## src/rtl/parmu_pkg.sv

```systemverilog
// Operation
// - Two banks of eight base/descriptor pairs: kernel bank and user bank.
// - Bank chosen by current mode, or previous mode when the access asks.
// - Mode 00 selects kernel, 11 user; 01 and 10 abort every reference.
// - Page register writes are accepted in any processor mode.
// - Page registers reachable only through the processor register port.
// - Base register holds 12-bit physical block; bits 15-12 reserved.
// - Key 00 aborts all, 01 aborts writes, 10 aborts all, 11 allows all.
// - An aborted reference is cancelled; memory is never read or written.
// - Stores and read-modify-write references count as writes.
// - Descriptor bit 3 picks growth: 0 upward, 1 downward.
// - Descriptor bit 6 set by page writes, cleared by register writes.
// - Descriptor bits 14-8 hold 7-bit length limit; bit 15 unused.
// - Upward page: block above limit gives length fault and abort.
// - Downward page length counts down from block 177 octal.
// - Virtual address: top 3 bits pick pair, low 13 bits displacement.
// - Displacement splits into 7-bit block and 6-bit in-block offset.
// - Physical block is virtual block plus page base block.
// - Physical block joined with 6-bit offset gives 18-bit address.
// - Relocation completes within 150 ns of address presentation.
// - Unit supplies every bus address, passed through or relocated.
// - Status bit 0 clear passes addresses through; set relocates and checks.
// - Status bits 15-13 record non-resident, length and read-only aborts.
`default_nettype none
package parmu_pkg;
	// ---------------------------------------------------------------
	// Register port map (word index on the processor register port).
	// ---------------------------------------------------------------
	localparam logic [5:0] ADDR_BASE_KERNEL  = 6'h00;
	localparam logic [5:0] ADDR_DESC_KERNEL  = 6'h08;
	localparam logic [5:0] ADDR_BASE_USER    = 6'h10;
	localparam logic [5:0] ADDR_DESC_USER    = 6'h18;
	localparam logic [5:0] ADDR_STATUS       = 6'h20;
	// ---------------------------------------------------------------
	// Field positions.
	// ---------------------------------------------------------------
	localparam int BASE_BITS       = 12;
	localparam int DESC_KEY_LSB    = 1;
	localparam int DESC_GROW_BIT   = 3;
	localparam int DESC_WRITTEN    = 6;
	localparam int DESC_LIMIT_LSB  = 8;
	localparam int STAT_ENABLE     = 0;
	localparam int STAT_NONRES     = 15;
	localparam int STAT_LENGTH     = 14;
	localparam int STAT_RDONLY     = 13;
	localparam logic [15:0] DESC_WRITE_MASK = 16'h7f0e;
	localparam logic [15:0] BASE_RESET      = 16'h0000;
	localparam logic [15:0] DESC_RESET      = 16'h0000;
	localparam logic [15:0] STAT_RESET      = 16'h0000;
	localparam logic [1:0] MODE_KERNEL = 2'h0;
	localparam logic [1:0] MODE_USER   = 2'h3;
	localparam logic [1:0] KEY_RDONLY  = 2'h1;
	localparam logic [1:0] KEY_RDWR    = 2'h3;
	localparam logic [6:0] BLOCK_TOP   = 7'h7f;
	// ---------------------------------------------------------------
	// Timing: the address path is combinational, one cycle at most.
	// ---------------------------------------------------------------
	localparam int CLK_PERIOD_NS     = 25;
	localparam int RELOC_TIME_NS     = 150;
	localparam int RELOC_CYCLES      = RELOC_TIME_NS / CLK_PERIOD_NS;
endpackage
`default_nettype wire

```

## src/rtl/parmu_check_if.sv

```systemverilog
`timescale 1ns/100ps
`default_nettype none
// Carries one page's translation and check between the top and the checker.
interface parmu_check_if;
	logic [15:0] desc;
	logic [6:0]  block;
	logic        is_write;
	logic        nonres;
	logic        length;
	logic        rdonly;
	modport top_side (output desc, output block, output is_write, input nonres, input length, input rdonly);
	modport chk_side (input desc, input block, input is_write, output nonres, output length, output rdonly);
endinterface
`default_nettype wire

```

## src/rtl/parmu_page_check.sv

```systemverilog
`timescale 1ns/100ps
`default_nettype none
module parmu_page_check (
	parmu_check_if.chk_side chk
);
	wire [1:0] key;
	wire       grow_down;
	wire [6:0] limit;
	// --------------------------------------------------------------
	// Access key and length decoding.
	// --------------------------------------------------------------
	// Fields of the selected descriptor.
	assign key       = chk.desc[parmu_pkg::DESC_KEY_LSB +: 2];
	assign grow_down = chk.desc[parmu_pkg::DESC_GROW_BIT];
	assign limit     = chk.desc[parmu_pkg::DESC_LIMIT_LSB +: 7];
	// Keys 00 and 10 refuse everything, 01 refuses writes only.
	assign chk.nonres = (key == 2'h0) || (key == 2'h2);
	assign chk.rdonly = (key == parmu_pkg::KEY_RDONLY) && chk.is_write;
	// Upward pages fault above the limit, downward pages below it.
	assign chk.length = grow_down ? (chk.block < limit) : (chk.block > limit);
endmodule // parmu_page_check
`default_nettype wire

```

## src/rtl/parmu_unit.sv

```systemverilog
`timescale 1ns/100ps
`default_nettype none
module parmu_unit (
	input  wire logic        sys_clk,
	input  wire logic        rst_n,
	input  wire logic [15:0] virt_addr,
	input  wire logic        ref_valid,
	input  wire logic        ref_write,
	input  wire logic        use_prev_mode,
	input  wire logic [1:0]  cur_mode,
	input  wire logic [1:0]  prev_mode,
	input  wire logic        reg_sel,
	input  wire logic        reg_write,
	input  wire logic [5:0]  reg_addr,
	input  wire logic [15:0] reg_wdata,
	output      logic [15:0] reg_rdata,
	output      logic [17:0] phys_addr,
	output      logic        bus_valid,
	output      logic        ref_abort
);
	logic [15:0] base_reg [2][8];
	logic [15:0] desc_reg [2][8];
	logic [15:0] status_reg;
	logic [15:0] rdata_reg;
	wire  [1:0]  mode;
	wire         mode_bad;
	wire         bank;
	wire  [2:0]  page_select_field;
	wire  [12:0] page_offset;
	wire  [6:0]  virtual_block_index;
	wire  [5:0]  block_offset;
	wire  [11:0] page_base_block;
	wire  [11:0] phys_block;
	wire         enabled;
	wire         any_abort;
	wire         nonres_flag;
	wire         page_written;
	wire         reg_wr;
	wire         reg_bank;
	wire  [2:0]  reg_idx;
	wire         reg_is_base;
	wire         reg_is_desc;
	wire         reg_is_stat;
	parmu_check_if chk_bus ();

	// ----------------------------------------------------------------
	// Mode and bank selection.
	// ----------------------------------------------------------------
	// Pick current or previous mode; only 00 and 11 are legal.
	assign mode     = use_prev_mode ? prev_mode : cur_mode;
	assign mode_bad = (mode != parmu_pkg::MODE_KERNEL) && (mode != parmu_pkg::MODE_USER);
	assign bank     = (mode == parmu_pkg::MODE_USER);

	// ----------------------------------------------------------------
	// Virtual address split and relocation.
	// ----------------------------------------------------------------
	// Top three bits select the pair, the rest is block and offset.
	assign page_select_field   = virt_addr[15:13];
	assign page_offset         = virt_addr[12:0];
	assign virtual_block_index = page_offset[12:6];
	assign block_offset        = page_offset[5:0];
	assign page_base_block     = base_reg[bank][page_select_field][parmu_pkg::BASE_BITS-1:0];
	assign phys_block          = page_base_block + {5'h00, virtual_block_index};

	// Feed the selected page to the checker.
	assign chk_bus.desc     = desc_reg[bank][page_select_field];
	assign chk_bus.block    = virtual_block_index;
	assign chk_bus.is_write = ref_write;

	parmu_page_check u_check (
		.chk (chk_bus.chk_side)
	);

	// ----------------------------------------------------------------
	// Abort and bus outputs; the path is combinational, well inside 150 ns.
	// ----------------------------------------------------------------
	assign enabled      = status_reg[parmu_pkg::STAT_ENABLE];
	assign nonres_flag  = chk_bus.nonres || mode_bad;
	assign any_abort    = enabled && (nonres_flag || chk_bus.length || chk_bus.rdonly);
	assign ref_abort    = ref_valid && any_abort;
	assign bus_valid    = ref_valid && !any_abort;
	// Disabled unit passes the 16-bit address through unchanged.
	assign phys_addr    = enabled ? {phys_block, block_offset} : {2'h0, virt_addr};
	assign page_written = ref_valid && ref_write && enabled && !any_abort;

	// ----------------------------------------------------------------
	// Register port decode; no mode check on writes.
	// ----------------------------------------------------------------
	assign reg_wr      = reg_sel && reg_write;
	assign reg_bank    = reg_addr[4];
	assign reg_idx     = reg_addr[2:0];
	assign reg_is_base = (reg_addr[5] == 1'b0) && (reg_addr[3] == 1'b0);
	assign reg_is_desc = (reg_addr[5] == 1'b0) && (reg_addr[3] == 1'b1);
	assign reg_is_stat = (reg_addr == parmu_pkg::ADDR_STATUS);

	// Page register pairs, one generate slot per bank and page.
	for (genvar b = 0; b < 2; b++) begin : g_bank
		for (genvar p = 0; p < 8; p++) begin : g_page
			wire hit_base;
			wire hit_desc;
			wire hit_page;
			assign hit_base = reg_wr && reg_is_base && (reg_bank == 1'(b)) && (reg_idx == 3'(p));
			assign hit_desc = reg_wr && reg_is_desc && (reg_bank == 1'(b)) && (reg_idx == 3'(p));
			assign hit_page = page_written && (bank == 1'(b)) && (page_select_field == 3'(p));
			always_ff @(posedge sys_clk or negedge rst_n) begin
				if (!rst_n) begin
					base_reg[b][p] <= parmu_pkg::BASE_RESET;
				end else if (hit_base) begin
					base_reg[b][p] <= {4'h0, reg_wdata[11:0]};
				end
			end
			// Written flag: a page write in the same cycle wins over the clear.
			always_ff @(posedge sys_clk or negedge rst_n) begin
				if (!rst_n) begin
					desc_reg[b][p] <= parmu_pkg::DESC_RESET;
				end else begin
					if (hit_desc) begin
						desc_reg[b][p] <= reg_wdata & parmu_pkg::DESC_WRITE_MASK;
					end
					if (hit_page) begin
						desc_reg[b][p][parmu_pkg::DESC_WRITTEN] <= 1'b1;
					end else if (hit_base || hit_desc) begin
						desc_reg[b][p][parmu_pkg::DESC_WRITTEN] <= 1'b0;
					end
				end
			end
		end
	end

	// ----------------------------------------------------------------
	// Status register: enable bit and sticky abort flags.
	// ----------------------------------------------------------------
	always_ff @(posedge sys_clk or negedge rst_n) begin
		if (!rst_n) begin
			status_reg <= parmu_pkg::STAT_RESET;
		end else begin
			if (reg_wr && reg_is_stat) begin
				status_reg <= {reg_wdata[15:13], 12'h000, reg_wdata[0]};
			end
			if (ref_abort) begin
				status_reg[parmu_pkg::STAT_NONRES] <= status_reg[parmu_pkg::STAT_NONRES] | nonres_flag;
				status_reg[parmu_pkg::STAT_LENGTH] <= status_reg[parmu_pkg::STAT_LENGTH] | chk_bus.length;
				status_reg[parmu_pkg::STAT_RDONLY] <= status_reg[parmu_pkg::STAT_RDONLY] | chk_bus.rdonly;
			end
		end
	end

	// Registered read data, unmapped addresses read zero.
	always_ff @(posedge sys_clk or negedge rst_n) begin
		if (!rst_n) begin
			rdata_reg <= 16'h0000;
		end else if (reg_sel && !reg_write) begin
			rdata_reg <= reg_is_base ? base_reg[reg_bank][reg_idx] :
			             reg_is_desc ? desc_reg[reg_bank][reg_idx] :
			             reg_is_stat ? status_reg : 16'h0000;
		end
	end
	assign reg_rdata = rdata_reg;
endmodule // parmu_unit
`default_nettype wire

```

## config.mk

```make
export PLATFORM = sky130hd
export DESIGN_NAME = parmu_unit
export DESIGN_NICKNAME = d
export VERILOG_FILES = /design/src/rtl/parmu_pkg.sv /design/src/rtl/parmu_check_if.sv /design/src/rtl/parmu_page_check.sv /design/src/rtl/parmu_unit.sv
export SDC_FILE = /design/constraint.sdc
export NUM_CORES = 1
export LEC_CHECK = 0
export BUFFER_PORTS_ARGS = -buffer_cell sky130_fd_sc_hd__buf_2
export CORE_MARGIN = 5
export CORE_UTILIZATION = 65
export CTS_BUF_LIST = sky130_fd_sc_hd__clkbuf_2 sky130_fd_sc_hd__clkbuf_4 sky130_fd_sc_hd__clkbuf_8
export DETAILED_ROUTE_END_ITERATION = 16
export GPL_TIMING_DRIVEN = 0
export PLACE_DENSITY = 0.83
export REMOVE_ABC_BUFFERS = 1
export SLEW_MARGIN = 20
export SYNTH_ARGS = -nofsm -noshare
export SYNTH_HDL_FRONTEND = slang
export SYNTH_SLANG_ARGS = --single-unit
```

## constraint.sdc

```tcl
create_clock -name sys_clk -period 6.55 [get_ports sys_clk]
set_input_delay 0.9825 -clock sys_clk [delete_from_list [all_inputs] [get_ports sys_clk]]
set_output_delay 0.9825 -clock sys_clk [all_outputs]
set_load 0.005 [all_outputs]
```

==> metrics, run 1 <==
met3 Resource Use GR a little under 7%; Cell Area, Placed 21800 sq um; Clock Latency Late Sink 0.59 ns; Tmin final 6.09 ns; Clock Power Share roughly two fifths; Setup violations, final 0; fin crit share about 93%; max reg flops around 190; Synth async-reset ratio 100%; Reg clk slew, reported paths approximately 0.050 ns; Core Util, Final a little under three quarters; cell family with most CP delay compound AO/OA/AOI/OAI gates; post-synthesis to final-layout area growth 9.70%; Clock Sinks about 390; outcome finished clean; CP most frequent cell a21oi_1; Setup crit start virt_addr[13]; HP Class input port to async pin; largest net degree at the start of global routing 95; type of the worst setup path input port to output port; relative slew slack between 20 and 25%; remaining global-route overflow 0; Port Buf Inserts slightly above 70; setup ws final about 0.46 ns; commonest non-fill, non-tap cell in the layout dfrtp_1; share of cells above drive strength 1 a little over half; Final Net Count between 1000 and 1500; slowest cell on the critical path mux4_2; Cell Pwr Density ~250 nW/um^2; initial cell density of the core 65.3%; switching pwr between 1 and 1.5 mW; Critical Path Max Stage Delay ~0.56 ns; RSZ-0062 raised after global routing false; postcts setup bufs 0; Detailed Place HPWL approximately 33000 microns; setup tns final 0 ns; DR WL/cell ~29 microns; CP Max Fanout 60; core area between 30000 and 40000 sq um; clock buffer depth 3; synthesized area 21100 sq um; placed cell count 1771; Worst Setup Start Kind input port; hold_ws ~0.29 ns; Distinct cells, synth 57; Worst Path Arrival slightly above 5 ns; M2 GR Usage 47.7%; synthesized area per cell 15.4 sq um; # H-tree levels 3; total clock buffers created by CTS 66; GR peak layer met2; final instance area between 20000 and 25000 sq um; synthesized flop and latch total between 300 and 400; first-pass GRT wire length around 85000 microns; drt first-iter violations 1398; Tot Pwr 5.79 mW; worst slew pin tran ~1.1 ns; met1 usage between 40% and 50%; DRC Markers 0; CTS root buffer clkbuf_8; total track usage between 30% and 40%; drt total wl roughly 55000 microns; Post-synth EDFFs 0; Chip Height 190 microns; most frequent cells in the layout dfrtp_1 (388), mux2_2 (352), mux4_2 (205); cts repair resizes 0; Fin Clk Skew between 0.015 and 0.02 ns; Slew Limit Fails 0; Comb power frac 14.9%; pre-CTS setup slack 0.493 ns; vias per inst around 7.0; Flop pwr share between 40% and 50%; total number of vias 13200; maxcap violations 0; internal power 4.30 mW; synthesized instance count ~1400; Non-Filler Instances between 1500 and 2000; Die Wd about 190 microns; I/O pin total 85; Seq/Total Area, Yosys approximately 46%; reg2reg start desc_reg[57]$_DFFE_PN0P_; Worst Path Buf+Inv 3; Hold Fails Final Rpt 0; vias in the first global route 13900; sw frac between 20 and 30%; die area ~36000 sq um; row count 66; FMAX approximately 160 MHz; maximum vdd drop roughly 240 uV; Most used DFF post-synth dfrtp_1; total of warnings raised by yosys 0; GP Congestion ~0.87; TritonRoute pass-1 iters 8; post-route ant nets 0; hold buffer count at CTS 0; initial antenna violation count 0; CTS tree built; Critical Path Sink Type output port; worst endpoint required time 5.57 ns; critical path cell sequence buf_8 > buf_16 > mux4_2 > mux4_2 > ha_1 > fa_1 > a21o_1 > a21oi_1 > o21bai_1 > a21o_1 > a21oi_1 > o21ai_0 > a21oi_1 > buf_2; P_leak 10.7 nW; diode count 0
==> kinds of logic after synthesis <==
| logic type | Yosys count | share of synthesized area (%) |
|---|---|---|
| AOI/OAI and AO/OA | 84 | 2.59 |
| xor gates and xnor gates | 7 | 0.291 |
| adders and majority gates | 16 | 0.985 |
| buffers and inverters | 145 | 3.13 |
| DFF | 388 | 46.0 |
| muxes | 596 | 43.7 |
| and+or+nand+nor | 135 | 3.27 |
==> Yosys cell counts (all sizes together), types with 4 or more instances <==
cell type,instances,share of area [%]
nor2,18,0.32
ha,15,0.89
inv,13,0.23
dfrtp,388,46
nand3b,7,0.25
nand2,53,0.94
mux2i,14,0.66
and2,11,0.33
a21oi,10,0.24
a211oi,5,0.25
mux2,363,19
nor3,5,0.12
clkbuf,69,1.2
buf,63,1.7
o21ai,40,0.95
mux4,219,24
a22oi,4,0.14
a21o,5,0.18
and3,7,0.21
nand3,11,0.26
xnor2,4,0.17
==> layer usage <==
layer | wire length (microns) | vias to the layer above
li1 | - | 5382
met1 | 21200 | 6891
met2 | 25800 | 730
met3 | 5060 | 172
met4 | 2600 | 0
met5 | 0 | -
==> worst reg2reg max path, stage by stage, from the launching register on <==
cell,delay [ns]
dfrtp_1,0.40
mux4_2,0.46
mux4_2,0.54
inv_1,0.09
ha_1,0.23
nor2b_1,0.13
o21ai_0,0.15
a21boi_0,0.13
o211ai_1,0.29
o2111a_1,0.36
nand3_1,0.25
o21ai_1,0.23
==> path summary, 6_finish.rpt <==
check	slack, ns	to	depth (start not counted)
max	0.46	phys_addr[16]	14
min	0.29	desc_reg[218]$_DFFE_PN0P_	1
max reg2reg	3.20	desc_reg[230]$_DFFE_PN0P_	11
min reg2reg	0.48	reg_rdata[13]$_DFFE_PN0P_	2
max in group asynchronous	5.10	base_reg[69]$_DFFE_PN0P_	3
min in group sys_clk	0.48	reg_rdata[13]$_DFFE_PN0P_	2
==> power groups by stage <==
stage / sequential, mW / clock (mW) / combinational (mW)
after floorplan: 2.71 / 0 / 0.528
after global placement: 2.74 / 0 / 0.819
after detailed placement: 2.76 / 0 / 0.858
after CTS: 2.72 / 2.24 / 0.863
after global routing: 2.74 / 2.35 / 0.927
final: 2.72 / 2.21 / 0.862
==> area by class of cell <==
cell class / count / area, sq um
Tap cell: 442 / 553
Multi-Input combinational cell: 838 / 10700
Fill cell: 2082 / 9160
Inverter: 13 / 48.8
Timing Repair Buffer: 91 / 751
Clock inverter: 4 / 20.0
Clock buffer: 104 / 1310
Sequential cell: 388 / 9710
(Power assumes the default switching activity.)
==> run 2: changes to the inputs <==
==> constraint.sdc (replaced) <==
create_clock -name sys_clk -period 6.55 [get_ports sys_clk]
set_input_delay 0.3275 -clock sys_clk [delete_from_list [all_inputs] [get_ports sys_clk]]
set_output_delay 0.3275 -clock sys_clk [all_outputs]
set_load 0.005 [all_outputs]
==> metrics, run 2 (synthesis gave the netlist of run 1 again) <==
DRC Markers 0; Worst Path Arrival approximately 4.5 ns; Critical Path Sink Type output port; Clock Sinks between 300 and 400; maximum vdd drop approximately 240 uV; postcts setup bufs 0; type of the worst setup path input port to output port; internal power 4.31 mW; initial cell density of the core roughly 65%; I/O pin total 85; HP Class input port to flip-flop; total number of vias between 10000 and 15000; initial antenna violation count 0; r2r worst-path depth 11; core area 32300 sq um; largest net degree at the start of global routing 95; CTS root buffer clkbuf_8; depth of the worst hold-timing path 3; post-synthesis to final-layout area growth 9.75%; clock buffer depth 3; CTS tree built; Reg clk slew, reported paths about 0.050 ns; total track usage between 30% and 40%; max reg flops around 190; # H-tree levels 3; drt total wl roughly 55000 microns; Critical Path Max Stage Delay 0.57 ns; CP most frequent cell a21oi_1; Port Buf Inserts ~70; cell family with most CP delay compound AO/OA/AOI/OAI gates; row count 66; Worst Path Buf+Inv 3; sw frac about 26%; switching pwr around 1.5 mW; Setup crit start virt_addr[13]; FMAX between 200 and 250 MHz; fin crit share 73.6%; worst hold start reg_wdata[0]; die area 36100 sq um; reg2reg start desc_reg[57]$_DFFE_PN0P_; Setup violations, final 0; relative slew slack approximately a quarter; CP Max Fanout 60; drt first-iter violations around 1300; RSZ-0062 raised after global routing false; Worst Setup Start Kind input port; Fin Clk Skew 0.0222 ns; share of cells above drive strength 1 between 50% and 60%; most frequent cells in the layout dfrtp_1 (388), mux2_2 (352), mux4_2 (205); maxcap violations 0; Chip Height 190 microns; Hold Fails Final Rpt 0; total clock buffers created by CTS 66; Detailed Place HPWL 33400 microns; Slew Limit Fails 0; hold_ws approximately 0.15 ns; DR WL/cell 29.1 microns; commonest non-fill, non-tap cell in the layout dfrtp_1; vias in the first global route 13900; slowest cell on the critical path mux4_2; worst slew pin tran 1.13 ns; Flop pwr share 47.0%; Clock Power Share between 30% and 40%; GP Congestion slightly below 0.9; Comb power frac about 15%; diode count 0; setup tns final 0 ns; Stages on worst setup path 14; first-pass GRT wire length 84600 microns; Clock Latency Late Sink just under 0.6 ns; post-route ant nets 0; TritonRoute pass-1 iters 7; Cell Pwr Density between 200 and 300 nW/um^2; outcome finished clean; Final Net Count about 1500; Die Wd around 190 microns; P_leak between 10 and 15 nW; critical path cell sequence buf_8 > buf_16 > mux4_2 > mux4_2 > ha_1 > fa_1 > a21o_1 > a21oi_1 > o21bai_1 > a21o_1 > a21oi_1 > o21ai_0 > a21oi_1 > buf_2; vias per inst about 7.1; Tmin final around 4.8 ns; remaining global-route overflow 0; worst endpoint required time between 6 and 7 ns
run 2: cell count changes in the layout (fill, tap and decap cells not counted):
cell and delta:
dlygate4sd3_1 +1
run 2: through the flow:
| stage | setup slack [ns] | utilization [%] | total power [mW] | cell area (sq um) | std cells |
|---|---|---|---|---|---|
| floorplan | 2.17 | - | 3.24 | 20500 | 1239 |
| global placement | -2.23 | 66.2 | 3.56 | 21400 | 1753 |
| detailed placement | 1.80 | 67.5 | 3.62 | 21800 | 1771 |
| CTS | 1.76 | 71.6 | 5.82 | 23100 | 1880 |
| global route | 1.53 | 71.7 | 6.02 | 23100 | 1881 |
| finish | 1.73 | 71.7 | 5.79 | 23100 | 1881 |
run 2: final cells by class:
class	instances	area (sq um)
inverter	13	48.8
timing repair buffer	92	761
multi-input combinational	838	10700
clock inverter	4	20.0
sequential	388	9710
fill	2081	9150
tap	442	553
clock buffer	104	1310
run 2: timing repair:
item	in CTS	in global routing
gates resized for setup	0	0
hold buffers	1	0
hold endpoints to repair	50	0
run 2: worst reg2reg max path, cell delays in order (launching register included):
cell and delay [ns]:
dfrtp_1 0.40, mux4_2 0.46, mux4_2 0.54, inv_1 0.09, ha_1 0.23, nor2b_1 0.14, o21ai_0 0.15, a21boi_0 0.13
o211ai_1 0.29, o2111a_1 0.37, nand3_1 0.26, o21ai_1 0.23
run 2: routing by layer:
layer / routed length (microns) / GRT usage (%)
met5: 40 / 0
met1: 21500 / 44.8
met4: 2660 / 13.9
met2: 25600 / 47.7
met3: 4970 / 6.73
run 2: final timing paths:
| kind | endpoint | slack (ns) |
|---|---|---|
| worst max-delay path | phys_addr[16] | 1.73 |
| worst min-delay path | status_reg[0]$_DFFE_PN0P_ | 0.15 |
| worst max register to register | desc_reg[102]$_DFFE_PN0P_ | 3.19 |
| worst min register to register | reg_rdata[13]$_DFFE_PN0P_ | 0.48 |
| max in group asynchronous | base_reg[69]$_DFFE_PN0P_ | 5.15 |
| min in group asynchronous | desc_reg[218]$_DFFE_PN0P_ | 0.23 |
run 2: power by group through the flow:
stage               Clock, mW  Combinational, mW  Sequential, mW
finish                   2.21              0.863            2.72
floorplan                   0              0.528            2.71
detailed placement          0              0.858            2.76
global placement            0              0.819            2.74
CTS                      2.24              0.863            2.72
global route             2.35              0.928            2.74
==> run 3: changes to the inputs <==
ABC_AREA = 1   (was unset)
CORE_UTILIZATION = 64   (was 65)
PLACE_DENSITY = 0.82   (was 0.83)
clock period = 5.05 ns   (was 6.55 ns; I/O delays follow)
==> metrics, run 3 <==
outcome complete, but fails checks; failing checks setup timing; row count between 60 and 70; total track usage between 40% and 50%; clock buffer depth 3; Cell Pwr Density between 300 and 400 nW/um^2; Worst Path Arrival 4.81 ns; R2R Path End desc_reg[86]$_DFFE_PN0P_; core area roughly 32000 sq um; drt total wl around 73000 microns; DR WL/cell between 20 and 25 microns; remaining global-route overflow 0; total of warnings raised by yosys 0; die area roughly 36000 sq um; sink of the worst hold path base_reg[59]$_DFFE_PN0P_; synthesized instance count about 2700; post-route ant nets 0; Synth area leaders dfrtp_1 (47%), o21ai_0 (14%), nand2_1 (10%); Detailed Place HPWL 44200 microns; initial antenna violation count 2; first-pass GRT wire length around 110000 microns; maxcap violations 0; Most used DFF post-synth dfrtp_1; DRC Markers 0; commonest non-fill, non-tap cell in the layout o21ai_0; vias per inst ~6.6; Port Buf Inserts about 70; type of the worst setup path input port to output port; cts repair resizes 0; GP Congestion approximately 0.96; Hold Fails Final Rpt 0; largest net degree at the start of global routing 96; HP Class input port to flip-flop; critical path cell sequence buf_2 > inv_2 > buf_12 > a21oi_1 > a221oi_1 > a31oi_1 > ha_1 > fa_1 > nand2_1 > nand2_1 > a21oi_1 > o21ai_0 > a21o_1 > nand3_1 > nand3_1 > o21ai_0 > buf_2; setup ws final -0.0158 ns; I/O pin total 85; Core Util, Final 71.1%; P_leak between 10 and 15 nW; Critical Path Max Stage Delay around 0.9 ns; Synth top area share ~47%; slowest cell on the critical path buf_2; max reg flops roughly 190; Worst Setup Start Kind input port; Final Net Count 2752; Synth async-reset ratio 100%; Setup violations, final 1; reg2reg start desc_reg[138]$_DFFE_PN0P_; synthesized flop and latch total between 300 and 400; hold_ws approximately 0.022 ns; Seq/Total Area, Yosys 46.8%; CTS tree built; maximum vdd drop approximately 190 uV; cell taking the most area after synthesis dfrtp_1; Worst Path Buf+Inv 4; post-synthesis to final-layout area growth 10.5%; depth of the worst hold-timing path 3; r2r worst-path depth 15; Slew Limit Fails 0; drt first-iter violations 3645; relative slew slack between 10% and 20%; CTS root buffer clkbuf_8; Chip Height between 150 and 200 microns; Setup crit start virt_addr[15]; Reg clk slew, reported paths ~0.06 ns; postcts setup bufs 0; most frequent cells in the layout o21ai_0 (582), nand2_1 (556), dfrtp_1 (388); worst hold start reg_wdata[11]; FMAX approximately 200 MHz; synthesized area 20800 sq um; hold buffer count at CTS 11; Tmin final around 5.1 ns; total clock buffers created by CTS between 60 and 70; Die Wd around 190 microns; vias in the first global route about 20000; top cells by count, synth o21ai_0 (582), nand2_1 (563), dfrtp_1 (388), inv_1 (227), a21oi_1 (181); Post-synth EDFFs 0; synthesized area per cell 7.64 sq um; diode count 0; Distinct cells, synth 48; Clock Sinks 388; minimum setup slack among reg-to-reg paths around 2 ns; filler cell count 2561; RSZ-0062 raised after global routing false; initial cell density of the core 64.3%; Clock Latency Late Sink 0.64 ns; Fin Clk Skew about 0.029 ns; share of cells above drive strength 1 roughly a tenth; Critical Path Sink Type output port; worst endpoint required time roughly 4.8 ns; total number of vias around 21000; worst slew pin tran between 1 and 1.5 ns; # H-tree levels 3; most frequent cell after synthesis o21ai_0; cell family with most CP delay buffers and inverters; TritonRoute pass-1 iters 7; CP Max Fanout 42; fin crit share 100%
## run 3: final cells by class
cell class              instances  area, sq um  area share (%)
flip-flops and latches        388         9710            42.3
inverters                     244          926            4.03
clock inverters                 9         72.6           0.316
multi-input cells            1880         9350            40.7
repair buffers                105          985            4.29
clock buffers                 110         1350            5.89
well taps                     442          553            2.41
## run 3: power by group
part	switching, mW	internal, mW	leakage [nW]
logic	0.943	0.446	5.03
registers	0.196	3.45	4.66
clock network	1.35	1.70	0.760
## run 3: kinds of logic (layout without fill, tap and decap cells)
group	Yosys count	in the layout	share of synthesized area (%)
compound gates	976	976	25.6
buf+inv	450	468	8.80
xor+xnor	4	4	0.169
simple gates	882	882	17.5
fa+ha+maj	16	16	1.00
flops	388	388	46.8
mux	2	2	0.108
## run 3: layer usage
| metal | routed length, microns | GRT usage, % | vias to the layer above | part of all wire, % |
|---|---|---|---|---|
| met3 | 11500 | 13.0 | 439 | 16 |
| met5 | 28 | 0 | - | 0.038 |
| met4 | 4960 | 23.7 | 4 | 6.8 |
| li1 | - | - | 9165 | - |
| met1 | 25700 | 51.8 | 9704 | 35 |
| met2 | 31100 | 59.2 | 1746 | 42 |
## run 3: through the flow
step,cells,worst slack [ns],area [sq um],TNS [ns],power (mW)
floorplan,2512,0.313,19900,0,4.43
global placement,3026,-3.79,20800,-1682.15,4.92
detailed placement,3048,0.415,21400,0,5.02
CTS,3178,0.411,22900,0,8.03
global route,3178,0.0956,22900,0,8.40
finish,3178,-0.0158,22900,-0.0158,8.09
## run 3: worst max path at each step
stage,to,slack [ns],depth (start not counted)
floorplan,phys_addr[16],0.31,16
global placement,status_reg[14]$_DFFE_PN0P_,-3.79,1
detailed placement,phys_addr[14],0.41,17
CTS,phys_addr[14],0.41,17
global route,phys_addr[14],0.1,17
finish,phys_addr[14],-0.02,17
## run 3: worst min-delay path, delay by kind of cell
family	cells	cell delay, ns
AO/OA/AOI/OAI	1	0.06
AND/OR/NAND/NOR	1	0.09
buffers and inverters	1	0.20
